[config.mk]
export PLATFORM = sky130hd
export DESIGN_NAME = dmw_mode_decode
export DESIGN_NICKNAME = d
export VERILOG_FILES = /design/src/hdl/dmw_pkg.sv /design/src/hdl/dmw_burst_order.sv /design/src/hdl/dmw_two_entry_buf.sv /design/src/hdl/dmw_mode_decode.sv
export SDC_FILE = /design/constraint.sdc
export NUM_CORES = 1
export LEC_CHECK = 0
export ABC_AREA = 0
export BUFFER_PORTS_ARGS = -buffer_cell sky130_fd_sc_hd__buf_4
export CELL_PAD_IN_SITES_DETAIL_PLACEMENT = 1
export CELL_PAD_IN_SITES_GLOBAL_PLACEMENT = 1
export CORE_MARGIN = 5
export CORE_UTILIZATION = 27
export DETAILED_ROUTE_END_ITERATION = 8
export MAX_ROUTING_LAYER = met4
export PLACE_DENSITY = 0.52
export SETUP_SLACK_MARGIN = 0.3
export SLEW_MARGIN = 0
export SYNTH_ARGS = -nofsm -noshare
export SYNTH_HDL_FRONTEND = slang
export SYNTH_SLANG_ARGS = --single-unit
[constraint.sdc]
create_clock -name mclk_in -period 6.97 [get_ports mclk_in]
set_input_delay 0 -clock mclk_in [delete_from_list [all_inputs] [get_ports mclk_in]]
set_output_delay 0 -clock mclk_in [all_outputs]
set_load 0.01 [all_outputs]
[src/hdl/dmw_pkg.sv]
// Purpose: Shared constants and types of the mode-word decoder.
// Assumes: Field codes follow the usual double-data-rate mode layout.
// Notes: All users write dmw_pkg::name; nothing is imported.
package dmw_pkg;

  // ****************************************************************
  // Mode word layout
  // ****************************************************************
  localparam int MODE_W = 17;
  localparam int BURST_LEN_LSB = 0;
  localparam int BURST_ORDER_BIT = 3;
  localparam int LATENCY_LSB = 4;
  localparam int TEST_SELECT_BIT = 7;
  localparam int LOOP_RESET_BIT = 8;
  localparam int RECOVERY_LSB = 9;
  localparam int EXIT_STYLE_BIT = 12;
  localparam int TOP_RESERVED_BIT = 16;

  // ****************************************************************
  // Field codes and reset values
  // ****************************************************************
  localparam logic [2:0] BURST_LEN_FOUR = 3'h2;
  localparam logic [2:0] BURST_LEN_EIGHT = 3'h3;
  localparam logic [2:0] LATENCY_MIN = 3'h3;
  localparam logic [2:0] RECOVERY_MIN_CODE = 3'h1;
  localparam logic [2:0] ADD_LAT_MAX = 3'h6;
  localparam logic [2:0] RST_BURST_LEN = BURST_LEN_FOUR;
  localparam logic [2:0] RST_LATENCY = LATENCY_MIN;
  localparam logic [2:0] RST_RECOVERY = RECOVERY_MIN_CODE;

  // ****************************************************************
  // Timing counts and column width
  // ****************************************************************
  localparam int FAST_EXIT_CYCLES = 2;
  localparam int SLOW_EXIT_CYCLES = 7;
  localparam int COL_W = 10;

  // A column command as registered, before or after additive latency.
  typedef struct packed {
    logic valid;
    logic is_write;
    logic auto_pre;
    logic [COL_W-1:0] col;
  } dmw_cmd_t;

  // One column beat handed to the array side.
  typedef struct packed {
    logic is_write;
    logic last;
    logic [COL_W-1:0] col;
  } dmw_beat_t;

endpackage

[src/hdl/dmw_burst_order.sv]
// Purpose: Column order of one beat within a burst.
// Assumes: Beat index runs 0 to 3 for four and 0 to 7 for eight.
// Notes: Purely combinational.
`timescale 1ns/1ps
`default_nettype none
module dmw_burst_order (
  input wire logic [2:0] start_in,
  input wire logic [2:0] beat_in,
  input wire logic len8_in,
  input wire logic interleave_in,
  output logic [2:0] low_out
);

  // ****************************************************************
  // Order generation
  // ****************************************************************

  // Sequential walks the nibble, then the other nibble; interleaved XORs.
  always_comb begin
    logic [1:0] nib;
    nib = 2'(start_in[1:0] + beat_in[1:0]);
    if (interleave_in) begin
      low_out = start_in ^ {beat_in[2] & len8_in, beat_in[1:0]};
    end else begin
      low_out = {start_in[2] ^ (beat_in[2] & len8_in), nib};
    end
  end

endmodule
`default_nettype wire

[src/hdl/dmw_two_entry_buf.sv]
// Purpose: Two-entry buffer with valid and ready on both sides.
// Assumes: One clock; the head entry drives the output directly.
// Notes: Input ready depends only on flops, never on the output side.
`timescale 1ns/1ps
`default_nettype none
module dmw_two_entry_buf #(
  parameter int WIDTH = 8,
  parameter int DEPTH = 2
) (
  input wire logic clk_in,
  input wire logic reset_in,
  input wire logic in_valid_in,
  input wire logic [WIDTH-1:0] in_data_in,
  output logic in_ready_out,
  output logic out_valid_out,
  output logic [WIDTH-1:0] out_data_out,
  input wire logic out_ready_in
);

  // The head and spare structure serves exactly two entries.
  if (DEPTH != 2) begin : g_bad_depth
    $error("dmw_two_entry_buf supports DEPTH of 2 only.");
  end

  logic [WIDTH-1:0] spare;
  logic spare_valid;
  logic push;
  logic pop;

  assign in_ready_out = !spare_valid;
  assign push = in_valid_in && !spare_valid;
  assign pop = out_valid_out && out_ready_in;

  // ****************************************************************
  // Storage
  // ****************************************************************

  // The head refills from the spare first so that order is kept.
  always_ff @(posedge clk_in or posedge reset_in) begin
    if (reset_in) begin
      out_valid_out <= 1'b0;
      out_data_out <= '0;
      spare_valid <= 1'b0;
      spare <= '0;
    end else if (pop || !out_valid_out) begin
      if (spare_valid) begin
        out_data_out <= spare;
        out_valid_out <= 1'b1;
        spare_valid <= push;
        if (push) begin
          spare <= in_data_in;
        end
      end else begin
        out_valid_out <= push;
        if (push) begin
          out_data_out <= in_data_in;
        end
      end
    end else if (push) begin
      spare <= in_data_in;
      spare_valid <= 1'b1;
    end
  end

endmodule
`default_nettype wire

[src/hdl/dmw_mode_decode.sv]
// Purpose: Mode-setting word of a DDR2 memory and the logic it steers.
// Assumes: Commands arrive already decoded and synchronous to mclk_in.
// Notes: Column beats leave through a two-entry buffer one per cycle.
`timescale 1ns/1ps
`default_nettype none
module dmw_mode_decode #(
  parameter int FAST_EXIT = dmw_pkg::FAST_EXIT_CYCLES,
  parameter int SLOW_EXIT = dmw_pkg::SLOW_EXIT_CYCLES
) (
  input wire logic mclk_in,
  input wire logic reset_in,
  input wire logic load_mode_command_in,
  input wire logic [dmw_pkg::MODE_W-1:0] mode_setting_word_in,
  input wire logic [2:0] additive_latency_in,
  input wire logic read_cmd_in,
  input wire logic write_cmd_in,
  input wire logic auto_precharge_in,
  input wire logic [dmw_pkg::COL_W-1:0] col_addr_in,
  input wire logic col_ready_in,
  input wire logic power_down_in,
  input wire logic banks_idle_in,
  output logic col_valid_out,
  output dmw_pkg::dmw_beat_t col_beat_out,
  output logic read_data_start_out,
  output logic precharge_out,
  output logic loop_reset_out,
  output logic test_mode_out,
  output logic burst_len8_out,
  output logic interleave_out,
  output logic [2:0] read_latency_cycles_out,
  output logic [3:0] recovery_cycles_out,
  output logic exit_slow_out,
  output logic low_power_state_out,
  output logic exit_busy_out,
  output logic mode_reserved_out
);

  localparam int PIPE_D = 8;
  localparam int EXIT_W = 8;

  // Both exit counts must be at least one cycle; the slow count must fit the exit counter.
  if (FAST_EXIT < 1 || SLOW_EXIT < 1 || SLOW_EXIT > 255) begin : g_bad
    $error("dmw_mode_decode exit counts out of range.");
  end

  typedef enum logic [1:0] {
    ST_IDLE = 2'b01,
    ST_BURST = 2'b10
  } dmw_state_t;

  dmw_state_t state;
  dmw_state_t next_state;
  logic [2:0] len_field;
  logic [2:0] lat_field;
  logic [2:0] rec_field;
  logic order_bit;
  logic exit_bit;
  logic [2:0] add_lat;
  dmw_pkg::dmw_cmd_t cmd_in;
  dmw_pkg::dmw_cmd_t cmd_pipe [PIPE_D];
  dmw_pkg::dmw_cmd_t cmd_int;
  dmw_pkg::dmw_cmd_t cur;
  dmw_pkg::dmw_cmd_t pending;
  logic [6:0] rd_pipe;
  logic [2:0] beat;
  logic [2:0] low_col;
  logic last_beat;
  logic buf_ready;
  logic beat_push;
  logic beat_done;
  dmw_pkg::dmw_beat_t beat_word;
  logic [3:0] wr_count;
  logic pd_q;
  logic pd_active;
  logic [EXIT_W-1:0] exit_count;

  // ****************************************************************
  // Mode word load
  // ****************************************************************

  // A load with the test bit set changes no field, only the test mode.
  always_ff @(posedge mclk_in or posedge reset_in) begin
    if (reset_in) begin
      len_field <= dmw_pkg::RST_BURST_LEN;
      lat_field <= dmw_pkg::RST_LATENCY;
      rec_field <= dmw_pkg::RST_RECOVERY;
      order_bit <= 1'b0;
      exit_bit <= 1'b0;
      test_mode_out <= 1'b0;
    end else if (load_mode_command_in) begin
      test_mode_out <= mode_setting_word_in[dmw_pkg::TEST_SELECT_BIT];
      if (!mode_setting_word_in[dmw_pkg::TEST_SELECT_BIT]) begin
        len_field <= mode_setting_word_in[dmw_pkg::BURST_LEN_LSB +: 3];
        order_bit <= mode_setting_word_in[dmw_pkg::BURST_ORDER_BIT];
        lat_field <= mode_setting_word_in[dmw_pkg::LATENCY_LSB +: 3];
        rec_field <= mode_setting_word_in[dmw_pkg::RECOVERY_LSB +: 3];
        exit_bit <= mode_setting_word_in[dmw_pkg::EXIT_STYLE_BIT];
      end
    end
  end

  // The loop reset bit is never stored: it acts once and reads as zero.
  always_ff @(posedge mclk_in or posedge reset_in) begin
    if (reset_in) begin
      loop_reset_out <= 1'b0;
    end else begin
      loop_reset_out <= load_mode_command_in &&
        !mode_setting_word_in[dmw_pkg::TEST_SELECT_BIT] &&
        mode_setting_word_in[dmw_pkg::LOOP_RESET_BIT];
    end
  end

  // ****************************************************************
  // Decoded fields
  // ****************************************************************

  // Reserved codes fall back to the nearest legal setting, except burst length, which always falls back to four; all are flagged.
  always_ff @(posedge mclk_in or posedge reset_in) begin
    if (reset_in) begin
      burst_len8_out <= 1'b0;
      interleave_out <= 1'b0;
      read_latency_cycles_out <= dmw_pkg::LATENCY_MIN;
      recovery_cycles_out <= 4'h2;
      exit_slow_out <= 1'b0;
      mode_reserved_out <= 1'b0;
    end else begin
      burst_len8_out <= (len_field == dmw_pkg::BURST_LEN_EIGHT);
      interleave_out <= order_bit;
      read_latency_cycles_out <= (lat_field < dmw_pkg::LATENCY_MIN) ?
        dmw_pkg::LATENCY_MIN : lat_field;
      recovery_cycles_out <= (rec_field < dmw_pkg::RECOVERY_MIN_CODE) ?
        4'h2 : 4'({1'b0, rec_field} + 4'h1);
      exit_slow_out <= exit_bit;
      mode_reserved_out <= (len_field != dmw_pkg::BURST_LEN_FOUR &&
        len_field != dmw_pkg::BURST_LEN_EIGHT) ||
        (lat_field < dmw_pkg::LATENCY_MIN) ||
        (rec_field < dmw_pkg::RECOVERY_MIN_CODE);
    end
  end

  // ****************************************************************
  // Additive latency
  // ****************************************************************

  assign add_lat = (additive_latency_in > dmw_pkg::ADD_LAT_MAX) ?
    dmw_pkg::ADD_LAT_MAX : additive_latency_in;

  // Incoming column command; a read wins if both strobes are set.
  always_comb begin
    cmd_in.valid = read_cmd_in || write_cmd_in;
    cmd_in.is_write = write_cmd_in && !read_cmd_in;
    cmd_in.auto_pre = auto_precharge_in;
    cmd_in.col = col_addr_in;
  end

  // Commands wait here so they are registered additive-latency later.
  always_ff @(posedge mclk_in or posedge reset_in) begin
    if (reset_in) begin
      for (int i = 0; i < PIPE_D; i++) begin
        cmd_pipe[i] <= '0;
      end
    end else begin
      cmd_pipe[0] <= cmd_in;
      for (int i = 1; i < PIPE_D; i++) begin
        cmd_pipe[i] <= cmd_pipe[i-1];
      end
    end
  end

  assign cmd_int = (add_lat == 3'h0) ? cmd_in : cmd_pipe[add_lat-3'h1];

  // ****************************************************************
  // Read latency
  // ****************************************************************

  // Internal reads travel here until the read latency has passed.
  always_ff @(posedge mclk_in or posedge reset_in) begin
    if (reset_in) begin
      rd_pipe <= '0;
    end else begin
      rd_pipe <= {rd_pipe[5:0], cmd_int.valid && !cmd_int.is_write};
    end
  end

  // First data is due at edge n plus additive plus read latency.
  always_ff @(posedge mclk_in or posedge reset_in) begin
    if (reset_in) begin
      read_data_start_out <= 1'b0;
    end else begin
      read_data_start_out <= rd_pipe[read_latency_cycles_out - 3'h1];
    end
  end

  // ****************************************************************
  // Burst column sequencing
  // ****************************************************************

  dmw_burst_order u_order (
    .start_in(cur.col[2:0]),
    .beat_in(beat),
    .len8_in(burst_len8_out),
    .interleave_in(interleave_out),
    .low_out(low_col)
  );

  // Block bits stay fixed so the burst wraps in its aligned block.
  always_comb begin
    last_beat = (beat == (burst_len8_out ? 3'h7 : 3'h3));
    beat_push = (state == ST_BURST);
    beat_done = beat_push && buf_ready;
    beat_word.is_write = cur.is_write;
    beat_word.last = last_beat;
    beat_word.col = {cur.col[dmw_pkg::COL_W-1:3], low_col};
  end

  // Next state: a waiting command follows a finished burst at once.
  always_comb begin
    case (state)
      ST_IDLE: begin
        next_state = (cmd_int.valid || pending.valid) ? ST_BURST : ST_IDLE;
      end
      ST_BURST: begin
        if (beat_done && last_beat && !cmd_int.valid && !pending.valid) begin
          next_state = ST_IDLE;
        end else begin
          next_state = ST_BURST;
        end
      end
      default: begin
        next_state = ST_IDLE;
      end
    endcase
  end

  always_ff @(posedge mclk_in or posedge reset_in) begin
    if (reset_in) begin
      state <= ST_IDLE;
    end else begin
      state <= next_state;
    end
  end

  // Current burst, its beat index, and one waiting command.
  always_ff @(posedge mclk_in or posedge reset_in) begin
    if (reset_in) begin
      cur <= '0;
      pending <= '0;
      beat <= 3'h0;
    end else begin
      if (state == ST_IDLE) begin
        beat <= 3'h0;
        if (pending.valid) begin
          cur <= pending;
          pending <= cmd_int;
        end else if (cmd_int.valid) begin
          cur <= cmd_int;
        end
      end else if (beat_done && last_beat) begin
        beat <= 3'h0;
        if (pending.valid) begin
          cur <= pending;
          pending <= cmd_int;
        end else begin
          cur <= cmd_int;
        end
      end else begin
        if (beat_done) begin
          beat <= 3'(beat + 3'h1);
        end
        if (cmd_int.valid) begin
          pending <= cmd_int;
        end
      end
    end
  end

  dmw_two_entry_buf #(
    .WIDTH($bits(dmw_pkg::dmw_beat_t)),
    .DEPTH(2)
  ) u_buf (
    .clk_in(mclk_in),
    .reset_in(reset_in),
    .in_valid_in(beat_push),
    .in_data_in(beat_word),
    .in_ready_out(buf_ready),
    .out_valid_out(col_valid_out),
    .out_data_out(col_beat_out),
    .out_ready_in(col_ready_in)
  );

  // ****************************************************************
  // Write recovery before auto-precharge
  // ****************************************************************

  // Counting starts when the last write column leaves the sequencer.
  always_ff @(posedge mclk_in or posedge reset_in) begin
    if (reset_in) begin
      wr_count <= 4'h0;
      precharge_out <= 1'b0;
    end else begin
      precharge_out <= (wr_count == 4'h1);
      if (beat_done && last_beat && cur.is_write && cur.auto_pre) begin
        wr_count <= recovery_cycles_out;
      end else if (wr_count != 4'h0) begin
        wr_count <= 4'(wr_count - 4'h1);
      end
    end
  end

  // ****************************************************************
  // Active power-down exit
  // ****************************************************************

  // Entry with banks open makes it active power-down.
  always_ff @(posedge mclk_in or posedge reset_in) begin
    if (reset_in) begin
      pd_q <= 1'b0;
      pd_active <= 1'b0;
    end else begin
      pd_q <= power_down_in;
      if (power_down_in && !pd_q) begin
        pd_active <= !banks_idle_in;
      end
    end
  end

  // Slow exit freezes the loop; fast exit keeps it running.
  always_ff @(posedge mclk_in or posedge reset_in) begin
    if (reset_in) begin
      low_power_state_out <= 1'b0;
    end else begin
      low_power_state_out <= power_down_in && pd_q && pd_active &&
        exit_bit;
    end
  end

  // Exit busy stays high for the exit delay that the exit style selects; reads are not held here.
  always_ff @(posedge mclk_in or posedge reset_in) begin
    if (reset_in) begin
      exit_count <= '0;
      exit_busy_out <= 1'b0;
    end else begin
      if (!power_down_in && pd_q && pd_active) begin
        exit_count <= exit_bit ? EXIT_W'(SLOW_EXIT) :
          EXIT_W'(FAST_EXIT);
        exit_busy_out <= 1'b1;
      end else if (exit_count > EXIT_W'(1)) begin
        exit_count <= EXIT_W'(exit_count - EXIT_W'(1));
      end else begin
        exit_count <= '0;
        exit_busy_out <= 1'b0;
      end
    end
  end

endmodule
`default_nettype wire

==> impl_results.md <==
- Remaining global-route overflow: 0
- Full die area: 0.0309 sq mm
- Relative slew slack: between 20% and 30%
- Final Hold Fails: 0
- First-pass GRT wire length: roughly 27000 microns
- Top post-synthesis cells by area: dfrtp_1, mux2_2, dfstp_2
- Max-slew violations: 0
- Critical path endpoint category: register
- Nets: approximately 710
- CTS resizes: 0
- Ratio of cells with drive above 1 in the final layout: around 25%
- Die W: ~180 microns
- Maximum VDD drop: 0.000174 V
- CP arrival: approximately 3.3 ns
- Cell Int Power: about 2400 uW
- Primary FF master, synth: dfrtp_1
- Average routed wire per standard cell: approximately 16 microns
- Worst hold path class: input port to register
- Root buffer cell: clkbuf_16
- Yosys top cell by area: dfrtp_1
- Drt pass-1 iters: 4
- Syn avg cell area: approximately 13 sq um
- Clock Sinks: approximately 180
- Cells after DPL: around 950
- Post-route insts no fill: about 1000
- TritonCTS Buffers: 17
- Via Count: approximately 4600
- Crit path kind: register to register
- Leak Pwr: 0.00402 uW
- Final Cell Area: ~0.009 sq mm
- Filler Cell Count: between 2000 and 3000
- Clock Power Share: between 20% and 30%
- Antenna cells: 0
- Combinational share of power: a little over a quarter
- Routed WL: roughly 16000 microns
- I/O Pins: about 70
- Initial antenna violation count: 0
- Largest net degree at the start of global routing: around 100
- All-layer global routing usage: 11.3%
- Synth cell types: 59
- Footprint of the multi-input gates: between 0.002 and 0.003 sq mm
- Number of global-route vias before repair: about 5300
- Ys async rst share: 100%
- Register bit total from synthesis: approximately 180
- Core Util, Final: 33.8%
- Row count: 60
- Chip height: approximately 180 microns
- Initial cell density of the core: 27.5%
- DPL Wire Length: around 11000 microns
- Clock Path Buffers: 2
- Vias/cell: ~4.6
- Clock Skews: 0.00761 ns
- P&R area growth vs syn: 22.9%
- Clock-pin slew on the worst setup and hold paths: 0.07 ns
- Area of the core: 0.0270 sq mm
- Power per cell area: ~370 mW/mm^2
- Area post-placement: 0.00819 sq mm
- Sequential share of the synthesized area: about three fifths
- Crit path max fanout: 19
- FF-to-FF setup slack: 4.01 ns
- Final setup vio count: 0
- H-tree levels: 4
- Top-area cell type share of the netlist area: 59.0%
- CP startpoint kind: register
- Cell Area, Synth: roughly 0.0074 sq mm
- Status: completed
- Final setup TNS: 0 ns
- Synth Instances: ~570
- Sequential cell area: 0.00459 sq mm
- Period utilization: 42.5%
- Most common cell in the netlist: dfrtp_1
- Crit path time final: approximately 3.0 ns
- Post-synth EDFFs: 0
- Syn Nets: between 600 and 700
- Switching Power: 1000 uW
- # port buffers: 64
- CP Data Required Time: roughly 7.3 ns
- Flop pwr share: a little over two fifths
- DR DRC count: 0
- Worst-margin pin slew: ~1.1 ns
- Sw frac: about 30%
- Yosys Warn Count: 0
- Total Power: 3370 uW
- DR iter-0 viols: approximately 130
- Max_cap viols: 0
- RSZ-0062 raised after global routing: no
- Post-CTS setup repair buffer count: 0
- Clock Latency Late Sink: 0.43 ns
- Detail Route Antenna Nets: 0
- Maximum clock frequency: between 300 and 400 MHz
- CTS tree: yes
- Commonest cells in the netlist: dfrtp_1, mux2_2, nor2_1, nand2_1
- Routability cong.: about 0.74
## sequential cells by signal, indices dropped and copies added, names as in the netlist, 4 cells and up
signal	count
wr_count	4
u_buf.spare	12
exit_count	8
pending	13
u_buf.out_data_out	12
rd_pipe	7
cmd_pipe	78
cur	4
recovery_cycles_out	4
beat_word	8
## logic make-up after synthesis
logic type	synth area share, %
multiplexers	12.5
AO/OA/AOI/OAI	8.95
buffers and inverters	3.45
flip-flops	61.8
AND/OR/NAND/NOR	9.52
adder cells (fa/ha/maj)	2.16
XOR/XNOR	1.65
## layout make-up
cell class | instances | share of cell area [%]
clock buffers | 19 | 4.85
inverters | 26 | 1.12
well taps | 341 | 4.68
repair buffers | 98 | 8.94
multi-input cells | 337 | 28.3
clock inverters | 13 | 1.85
flip-flops and latches | 183 | 50.3
## cell usage in the layout, fill, tap and decap left out, types with 5 or more instances in the layout
| cell type | Yosys | layout |
|---|---|---|
| o31a_1 | 5 | 5 |
| dfrtp_1 | 175 | 175 |
| ha_1 | 12 | 12 |
| o31ai_1 | 5 | 5 |
| dfstp_2 | 8 | 8 |
| a32oi_1 | 5 | 5 |
| nor3_1 | 12 | 12 |
| inv_6 | 0 | 5 |
| dlygate4sd3_1 | 0 | 32 |
| nand2_1 | 33 | 33 |
| nor2_1 | 39 | 39 |
| xnor2_1 | 10 | 10 |
| clkbuf_16 | 0 | 17 |
| mux2i_1 | 20 | 20 |
| buf_4 | 3 | 66 |
| nor3b_1 | 5 | 5 |
| nand2b_1 | 8 | 8 |
| nand3_1 | 6 | 6 |
| mux2_4 | 10 | 10 |
| nor2b_1 | 11 | 11 |
| a21oi_1 | 24 | 24 |
| inv_1 | 24 | 23 |
| o21ai_0 | 13 | 13 |
| mux2_2 | 43 | 43 |
## per-stage QoR
stage	hold slack (ns)	worst slack, ns
2_1_floorplan	0.0314	2.01
3_3_place_gp	0.123	3.99
3_5_place_dp	0.124	3.95
4_1_cts	0.214	3.92
5_1_grt	0.226	3.75
6_report	0.236	4.01
## power groups by stage
stage | clock, uW | combinational (uW) | sequential (uW)
floorplan | 0 | 652 | 1470
global placement | 0 | 859 | 1500
detailed placement | 0 | 893 | 1510
CTS | 1030 | 915 | 1490
global route | 1080 | 992 | 1520
finish | 997 | 889 | 1480
## per-layer routing
| metal | vias to the layer above | share of wire (%) | global-route usage, % | routed length [microns] |
|---|---|---|---|---|
| li1 | 2185 | - | - | - |
| met2 | 51 | 50 | 18.5 | 8030 |
| met3 | 21 | 2.8 | 2.45 | 450 |
| met1 | 2381 | 45 | 13.9 | 7370 |
| met5 | - | 0 | - | 0 |
| met4 | 0 | 2.2 | 4.26 | 354 |
## critical path, stage by stage, from the launching register on
cell	delay [ns]
dfrtp_1	0.82
nor2b_1	0.26
a21oi_1	0.56
nor2_1	0.14
a21oi_2	0.63
mux2_2	0.42
## timing repair
item	in CTS	in global routing
hold endpoints to repair	138	0
setup endpoints to repair	0	0
hold buffers	32	0
## final timing paths
check,startpoint,to,cells after the start
hold / removal,load_mode_command_in,rec_field[2],4
max in group asynchronous,reset_in,beat[2],4
hold reg to reg,cmd_pipe[92],cmd_pipe[79],0
setup / recovery,u_buf.spare_valid,pending[11],5
min in group asynchronous,reset_in,cmd_pipe[73],3
setup reg to reg,u_buf.spare_valid,pending[11],5
Note: power is estimated with default switching activity, not from simulation.
